<file path="src/rtl/acc_regs.svh">
`ifndef ACC_REGS_SVH
`define ACC_REGS_SVH
// Register byte addresses
`define ACC_ADDR_CTRL     8'h00
`define ACC_ADDR_STATUS   8'h04
`define ACC_ADDR_ETIME    8'h08
`define ACC_ADDR_ID       8'h0C
// Control register fields
`define ACC_CTRL_PRELOAD  0
`define ACC_CTRL_ENABLE   1
`define ACC_CTRL_RESET    32'h0000_0000
// Status register fields
`define ACC_ST_READY      0
`define ACC_ST_MOTOR      1
`define ACC_ST_UNLOAD     2
`define ACC_ST_FAN        3
`define ACC_ST_AVAIL      4
`define ACC_ST_STANDBY    5
`define ACC_ST_LOADED     6
// Identification, arbitrary value
`define ACC_ID_VALUE      32'h0000_A5C3
// Timing
`define ACC_CLK_HZ        200000000
`define ACC_RELAY_MS      1000
`define ACC_UNLOAD_MS     500
`define ACC_TICK_CYC      (`ACC_CLK_HZ)
`define ACC_RELAY_CYC     ((`ACC_CLK_HZ / 1000) * `ACC_RELAY_MS)
`define ACC_UNLOAD_CYC    ((`ACC_CLK_HZ / 1000) * `ACC_UNLOAD_MS)
`endif

</file>
<file path="src/rtl/acc_pkg.sv">
package acc_pkg;
  typedef enum logic [2:0] {
    ACC_OFF     = 3'b000,
    ACC_UNLOAD  = 3'b001,
    ACC_RELAY   = 3'b010,
    ACC_RUNNING = 3'b011
  } acc_motor_t;
  typedef enum logic [1:0] {
    ACC_M_IDLE    = 2'b00,
    ACC_M_RUN     = 2'b01,
    ACC_M_STANDBY = 2'b10
  } acc_mode_t;
endpackage

</file>
<file path="src/rtl/acc_divider.sv">
`timescale 1ns/1ps
`default_nettype none
module acc_divider #(
  parameter int unsigned LIMIT = 200000000
) (
  // Clock and reset
  input  wire logic clk,
  input  wire logic rst,
  // Control
  input  wire logic run,
  // Output
  output logic      tick
);
  logic [31:0] cnt_reg;
  logic [31:0] cnt_next;
  logic        tick_next;

  always_comb begin
    cnt_next  = cnt_reg;
    tick_next = 1'b0;
    if (!run) begin
      cnt_next = 32'h0000_0000;
    end else if (cnt_reg == LIMIT - 1) begin
      cnt_next  = 32'h0000_0000;
      tick_next = 1'b1;
    end else begin
      cnt_next = cnt_reg + 32'h0000_0001;
    end
  end

  always_ff @(posedge clk) begin
    if (rst) begin
      cnt_reg <= 32'h0000_0000;
      tick    <= 1'b0;
    end else begin
      cnt_reg <= cnt_next;
      tick    <= tick_next;
    end
  end
endmodule
`default_nettype wire

</file>
<file path="src/rtl/acc_ctrl.sv">
// The placing of the registers and the Wishbone interface to the registers were decided locally.
`timescale 1ns/1ps
`default_nettype none
`include "acc_regs.svh"
module acc_ctrl
  import acc_pkg::*;
(
  // Clock and reset
  input  wire logic        clk,
  input  wire logic        rst,
  // Wishbone slave
  input  wire logic        wb_cyc_i,
  input  wire logic        wb_stb_i,
  input  wire logic        wb_we_i,
  input  wire logic [7:0]  wb_adr_i,
  input  wire logic [3:0]  wb_sel_i,
  input  wire logic [31:0] wb_dat_i,
  output logic [31:0]      wb_dat_o,
  output logic             wb_ack_o,
  // Supply, wall air and thermostat
  input  wire logic        mains_ok,
  input  wire logic        wall_air_present,
  input  wire logic        wall_air_ge_26,
  input  wire logic        overtemp_thermostat,
  input  wire logic        power_up_self_check,
  // Accumulator pressure comparators
  input  wire logic        acc_ge_13,
  input  wire logic        acc_ge_22p5,
  input  wire logic        acc_ge_27,
  // Actuators and status
  output logic             unload_solenoid,
  output logic             motor_relay,
  output logic             fans_on,
  output logic             compressor_ready,
  output logic             standby_mode
);
  acc_motor_t  mst_reg,   mst_next;
  acc_mode_t   mode_reg,  mode_next;
  logic [31:0] tmr_reg,   tmr_next;
  logic        vent_reg,  vent_next;
  logic        ready_reg, ready_next;
  logic        want_reg,  want_next;
  logic [31:0] etime_reg, etime_next;
  logic [31:0] ctrl_reg,  ctrl_next;
  logic        loaded_reg, loaded_next;
  logic [31:0] rdata_next;
  logic        ack_next;
  logic        sol_next, relay_next, fan_next;
  logic        avail, wall_ok, sec_tick, motor_on;
  logic        p13, p22, p27;
  logic        wr;

  // Pressure comparators already resolve the at-or-above trip condition
  assign p13 = acc_ge_13;
  assign p22 = acc_ge_22p5;
  assign p27 = acc_ge_27;

  assign wall_ok  = wall_air_present && wall_air_ge_26;
  assign avail    = mains_ok && !overtemp_thermostat && !wall_ok;
  assign motor_on = (mst_reg == ACC_RELAY) || (mst_reg == ACC_RUNNING);
  // Writes land on the edge where the master sees ack, never earlier
  assign wr       = wb_cyc_i && wb_stb_i && wb_we_i && wb_ack_o;

  acc_divider #(
    .LIMIT (`ACC_TICK_CYC)
  ) u_sec (
    .clk  (clk),
    .rst  (rst),
    .run  (motor_on),
    .tick (sec_tick)
  );

  // Operating mode and demand for the motor
  always_comb begin
    mode_next  = mode_reg;
    want_next  = want_reg;
    vent_next  = vent_reg;
    ready_next = ready_reg;
    if (!mains_ok || overtemp_thermostat || !ctrl_reg[`ACC_CTRL_ENABLE]) begin
      mode_next = ACC_M_IDLE;
      want_next = 1'b0;
      vent_next = 1'b0;
    end else if (mode_reg == ACC_M_IDLE) begin
      if (power_up_self_check) begin
        mode_next = wall_ok ? ACC_M_STANDBY : ACC_M_RUN;
        want_next = 1'b1;
      end
    end else begin
      if (wall_ok) begin
        mode_next = ACC_M_STANDBY;
      end else if (avail) begin
        mode_next = ACC_M_RUN;
      end
      if (mode_reg == ACC_M_STANDBY) begin
        vent_next = 1'b0;
        if (p27) begin
          want_next = 1'b0;
        end else if (!p22) begin
          want_next = 1'b1;
        end
      end else begin
        want_next = 1'b1;
        if (p27) begin
          vent_next = 1'b1;
        end else if (!p22) begin
          vent_next = 1'b0;
        end
      end
      // Otherwise the previous demand (standby) or vent state (run) stands
      if (p13 && motor_on) begin
        ready_next = 1'b1;
      end
    end
    if (mode_next == ACC_M_IDLE) begin
      ready_next = 1'b0;
    end
  end

  always_ff @(posedge clk) begin
    if (rst) begin
      mode_reg  <= ACC_M_IDLE;
      want_reg  <= 1'b0;
      vent_reg  <= 1'b0;
      ready_reg <= 1'b0;
    end else begin
      mode_reg  <= mode_next;
      want_reg  <= want_next;
      vent_reg  <= vent_next;
      ready_reg <= ready_next;
    end
  end

  // Motor start-up sequencer
  always_comb begin
    mst_next = mst_reg;
    tmr_next = tmr_reg;
    case (mst_reg)
      ACC_OFF: begin
        tmr_next = 32'h0000_0000;
        if (want_reg) begin
          mst_next = ACC_UNLOAD;
        end
      end
      ACC_UNLOAD: begin
        tmr_next = tmr_reg + 32'h0000_0001;
        if (tmr_reg == `ACC_RELAY_CYC - 1) begin
          mst_next = ACC_RELAY;
          tmr_next = 32'h0000_0000;
        end
      end
      ACC_RELAY: begin
        tmr_next = tmr_reg + 32'h0000_0001;
        if (tmr_reg == `ACC_UNLOAD_CYC - 1) begin
          mst_next = ACC_RUNNING;
          tmr_next = 32'h0000_0000;
        end
      end
      ACC_RUNNING: begin
        tmr_next = 32'h0000_0000;
      end
      default: begin
        mst_next = ACC_OFF;
        tmr_next = 32'h0000_0000;
      end
    endcase
    if (!want_reg) begin
      mst_next = ACC_OFF;
      tmr_next = 32'h0000_0000;
    end
  end

  always_comb begin
    sol_next   = (mst_next == ACC_UNLOAD) || (mst_next == ACC_RELAY)
               || ((mst_next == ACC_RUNNING) && vent_next);
    relay_next = (mst_next == ACC_RELAY) || (mst_next == ACC_RUNNING);
    fan_next   = (mst_next != ACC_OFF);
  end

  always_ff @(posedge clk) begin
    if (rst) begin
      mst_reg          <= ACC_OFF;
      tmr_reg          <= 32'h0000_0000;
      unload_solenoid  <= 1'b0;
      motor_relay      <= 1'b0;
      fans_on          <= 1'b0;
      compressor_ready <= 1'b0;
      standby_mode     <= 1'b0;
    end else begin
      mst_reg          <= mst_next;
      tmr_reg          <= tmr_next;
      unload_solenoid  <= sol_next;
      motor_relay      <= relay_next;
      fans_on          <= fan_next;
      compressor_ready <= ready_next;
      standby_mode     <= (mode_next == ACC_M_STANDBY);
    end
  end

  // Host register access; counting waits for the preload
  always_comb begin
    etime_next  = etime_reg;
    ctrl_next   = ctrl_reg;
    loaded_next = loaded_reg;
    if (wr && wb_adr_i == `ACC_ADDR_CTRL) begin
      for (int i = 0; i < 4; i++) begin
        if (wb_sel_i[i]) begin
          ctrl_next[8*i +: 8] = wb_dat_i[8*i +: 8];
        end
      end
      if (wb_sel_i[0] && wb_dat_i[`ACC_CTRL_PRELOAD]) begin
        loaded_next = 1'b1;
      end
    end
    if (wr && wb_adr_i == `ACC_ADDR_ETIME) begin
      for (int i = 0; i < 4; i++) begin
        if (wb_sel_i[i]) begin
          etime_next[8*i +: 8] = wb_dat_i[8*i +: 8];
        end
      end
      loaded_next = 1'b1;
    end else if (sec_tick && loaded_reg) begin
      etime_next = etime_reg + 32'h0000_0001;
    end
  end

  always_comb begin
    ack_next   = wb_cyc_i && wb_stb_i && !wb_ack_o;
    rdata_next = 32'h0000_0000;
    case (wb_adr_i)
      `ACC_ADDR_CTRL:   rdata_next = ctrl_reg;
      `ACC_ADDR_STATUS: rdata_next = {25'h0, loaded_reg, standby_mode, avail,
                                      fans_on, unload_solenoid, motor_relay, compressor_ready};
      `ACC_ADDR_ETIME:  rdata_next = etime_reg;
      `ACC_ADDR_ID:     rdata_next = `ACC_ID_VALUE;
      default:          rdata_next = 32'h0000_0000;
    endcase
  end

  always_ff @(posedge clk) begin
    if (rst) begin
      etime_reg  <= 32'h0000_0000;
      ctrl_reg   <= `ACC_CTRL_RESET;
      loaded_reg <= 1'b0;
      wb_ack_o   <= 1'b0;
      wb_dat_o   <= 32'h0000_0000;
    end else begin
      etime_reg  <= etime_next;
      ctrl_reg   <= ctrl_next;
      loaded_reg <= loaded_next;
      wb_ack_o   <= ack_next;
      wb_dat_o   <= rdata_next;
    end
  end
endmodule
`default_nettype wire

</file>
<file path="config.mk">
export PLATFORM = sky130hd
export DESIGN_NAME = acc_ctrl
export DESIGN_NICKNAME = d
export VERILOG_FILES = /design/src/rtl/acc_pkg.sv /design/src/rtl/acc_divider.sv /design/src/rtl/acc_ctrl.sv
export VERILOG_INCLUDE_DIRS = /design/src /design/src/rtl
export SDC_FILE = /design/constraint.sdc
export NUM_CORES = 1
export LEC_CHECK = 0
export BUFFER_PORTS_ARGS = -buffer_cell sky130_fd_sc_hd__buf_2
export CAP_MARGIN = 20
export CORE_MARGIN = 2
export CORE_UTILIZATION = 45
export DETAILED_ROUTE_END_ITERATION = 8
export PLACE_DENSITY_LB_ADDON = 0.1
export SLEW_MARGIN = 40
export SYNTH_ARGS = -nofsm -noshare
export SYNTH_HDL_FRONTEND = slang
export SYNTH_SLANG_ARGS = --single-unit
</file>
<file path="constraint.sdc">
create_clock -name clk -period 3.1 [get_ports clk]
set_input_delay 0.31 -clock clk [delete_from_list [all_inputs] [get_ports clk]]
set_output_delay 0.31 -clock clk [all_outputs]
set_load 0.01 [all_outputs]
</file>
==> flow_summary.json <==
{
  "synth_cell_types": 68,
  "ant_nets": 0,
  "async_flop_share_pct": 0,
  "detailedRoute.firstIterationViolations": 456,
  "synthesis.instances": 973,
  "vdd_ir_drop_max_mv": 0.403,
  "dieHeight_microns": 137,
  "path_clk_slew_ps": 60,
  "crit_arrival_ps": 2640,
  "slew_violations": 0,
  "vias": 7307,
  "synth_top_area_share_pct": 44.1,
  "start_util_pct": 46.0,
  "hold_start": "wall_air_ge_26",
  "start_kind": "flop",
  "clockBufferDepth": 2,
  "tightestPinTransition_ps": 733,
  "r2r_cells": 7,
  "row_count": 48,
  "leakage_uw": 0.00305,
  "slew_headroom_pct": 51.1,
  "areaGrowthSynthToFinish_pct": 16.7,
  "first_pass_iters": 5,
  "synthTopCellsByArea": "dfxtp_1 44%, nor2_1 6.4%, nand2_1 5.9%",
  "synth.avg_cell_area_sq_um": 8.17,
  "hold_viol_final": 0,
  "r2r-start": "tmr_reg[0]$_SDFF_PP0_",
  "yosys-top-cells-count": "175 x dfxtp_1, 136 x nor2_1, 125 x nand2_1",
  "synth_edf_count": 0,
  "critical_path_class": "flop to flop",
  "fin_crit_sh_pct": 75.3,
  "grt_use_total_pct": 23.2,
  "postCtsSetupBuffers": 0,
  "yosysWarnings": 0,
  "crit-reg2reg-capture": "tmr_reg[10]$_SDFF_PP0_",
  "die-area_sq_um": 18700,
  "grt_start_max_net_pins": 65,
  "period_minus_slack_ps": 2340,
  "final.setup_skew_ps": 10.0,
  "max_freq_mhz": 428,
  "final-setup-viol-count": 0,
  "syn_area_sq_um": 7950,
  "cts_root_buf": "clkbuf_16",
  "ioPinCount": 95,
  "drc": 0,
  "pwr_density_cell_nw_per_um2": 506,
  "hpwl_microns": 14800,
  "finalPower_uw": 4690,
  "outcome": "completed",
  "ff2ff_setup_slack_ps": 760,
  "cts_buffers": 17,
  "antenna_found_initial": 3,
  "grt_pass1_vias": 6765,
  "clock-sinks": 175,
  "rsz0062_at_grt": "no",
  "fin_setup_tns_ps": 0,
  "yosys.area.top_type": "dfxtp_1",
  "place_congestion": 0.868,
  "fin_nets": 1113,
  "vias_per_cell": 5.66,
  "synth.most_common_cell": "dfxtp_1",
  "wire_per_inst_microns": 16.4,
  "cts_resized": 0,
  "min_to": "mode_reg[0]$_SDFF_PP0_",
  "die_w_microns": 137,
  "min_path_type": "primary input to flop",
  "overflow": 0,
  "ctsHoldBuffers": 0,
  "core_area_sq_um": 17300,
  "cap_violations": 0,
  "synthFlopType": "dfxtp_1",
  "synth_nets": 1033,
  "drt_wl_total_microns": 21100,
  "path_max_fanout": 32,
  "grt_first_pass_wirelength_microns": 34100,
  "end_kind": "flop",
  "ys_ff_latch": 175,
  "insertion_delay_ps": 430,
  "layout-drive-gt1-share_pct": 15.2,
  "seq_area_frac_synth_pct": 44.1,
  "cp.required_ps": 3410,
  "numPortBuffers": 94,
  "hold_depth": 2,
  "htreeDepth": 4,
  "cts_tree": "done"
}
## cell type report
type	instances	area [sq um]
clock buffer	20	467
antenna	2	5.00
inverter	15	56.3
clock inverter	11	179
multi-input combinational	734	4200
sequential	175	3500
tap	225	282
timing repair buffer	110	591
fill	1693	8010
## worst max-delay path: stages, from the launching register on
cell and delay (ps):
dfxtp_1 370, ha_1 200, nand3_1 160, nand2b_1 380
o311ai_1 510, a21o_1 170, buf_4 310, nor2_1 90
## where the power goes
group / leakage, uW / switching [uW] / internal [uW]
Sequential: 0.00141 / 1.35 / 2250
Combinational: 0.00132 / 72.1 / 39.9
Clock: 0.000315 / 911 / 1420
## metal layers
layer / track usage, % / share of wire [%] / vias to the layer above
met3: 5.59 / 5.4 / 32
met5: 0 / 0.062 / -
met1: 30.2 / 45 / 3422
met2: 37.3 / 47 / 206
met4: 8.30 / 1.9 / 2
li1: - / - / 3645
## worst max path at each step
| stage | from | endpoint | slack, ps | cells past startpoint |
|---|---|---|---|---|
| 3_5_place_dp | wb_adr_i[1] | etime_reg[10]$_SDFFE_PP0P_ | 730 | 6 |
| 4_1_cts | tmr_reg[0]$_SDFF_PP0_ | tmr_reg[10]$_SDFF_PP0_ | 730 | 7 |
| 6_report | tmr_reg[0]$_SDFF_PP0_ | tmr_reg[10]$_SDFF_PP0_ | 760 | 7 |
| 3_3_place_gp | wb_adr_i[1] | etime_reg[29]$_SDFFE_PP0P_ | 760 | 6 |
| 5_1_grt | etime_reg[0]$_SDFFE_PP0P_ | etime_reg[10]$_SDFFE_PP0P_ | 420 | 6 |
| 2_1_floorplan | tmr_reg[0]$_SDFF_PP0_ | tmr_reg[17]$_SDFF_PP0_ | 1050 | 8 |
## metrics by stage
| stage | instance area [sq um] | hold slack, ps | cells | worst slack, ps | util (%) |
|---|---|---|---|---|---|
| 2_1_floorplan | 7950 | 402 | 973 | 1050 | - |
| 3_3_place_gp | 8630 | 427 | 1259 | 764 | 49.9 |
| 3_5_place_dp | 8630 | 441 | 1259 | 730 | 49.9 |
| 4_1_cts | 9280 | 51.6 | 1290 | 728 | 53.6 |
| 5_1_grt | 9280 | 52.7 | 1290 | 418 | 53.6 |
| 6_report | 9280 | 69.2 | 1292 | 765 | 53.7 |
## layout by cell type (no fill, tap or decap), types with 4 or more instances in the layout
cell       synthesis  final
xor2_1            14     14
nor4_2             4      4
nand4_1           36     36
a22o_1             4      4
a31oi_1            9      9
a22oi_1           21     21
a21oi_1           71     71
o22ai_1            5      5
nor2b_1            5      5
inv_1             15     15
nand2_1          125    125
nor3_1            28     27
a211oi_1           6      6
mux2_2             4      4
nand3_1           47     47
nor3b_1            4      4
clkbuf_16          0     17
and3_1            17     17
o21ai_0           26     26
bufinv_16          0      4
nor4b_1            6      6
nor4_1            25     25
nor2_1           136    136
and4_1            10     10
mux2i_1            6      6
and2_1            10     10
buf_4              1     16
o311ai_0           5      5
xnor2_1           42     42
buf_2              5     94
or4_1              7      7
or3_1              9      9
a21o_1             4      4
dfxtp_1          175    175
## cells by family (layout without fill, tap and decap cells)
logic type / after synthesis / after routing / synth area share, %
AOI/OAI and AO/OA: 177 / 177 / 14.0
and+or+nand+nor: 486 / 486 / 30.4
other: 1 / 3 / 0.0472
muxes: 11 / 11 / 1.61
xor gates and xnor gates: 56 / 56 / 6.17
buffers and inverters: 64 / 156 / 3.18
DFF: 175 / 175 / 44.1
adders and majority gates: 3 / 3 / 0.472
Note: power is estimated with default switching activity, not from simulation.
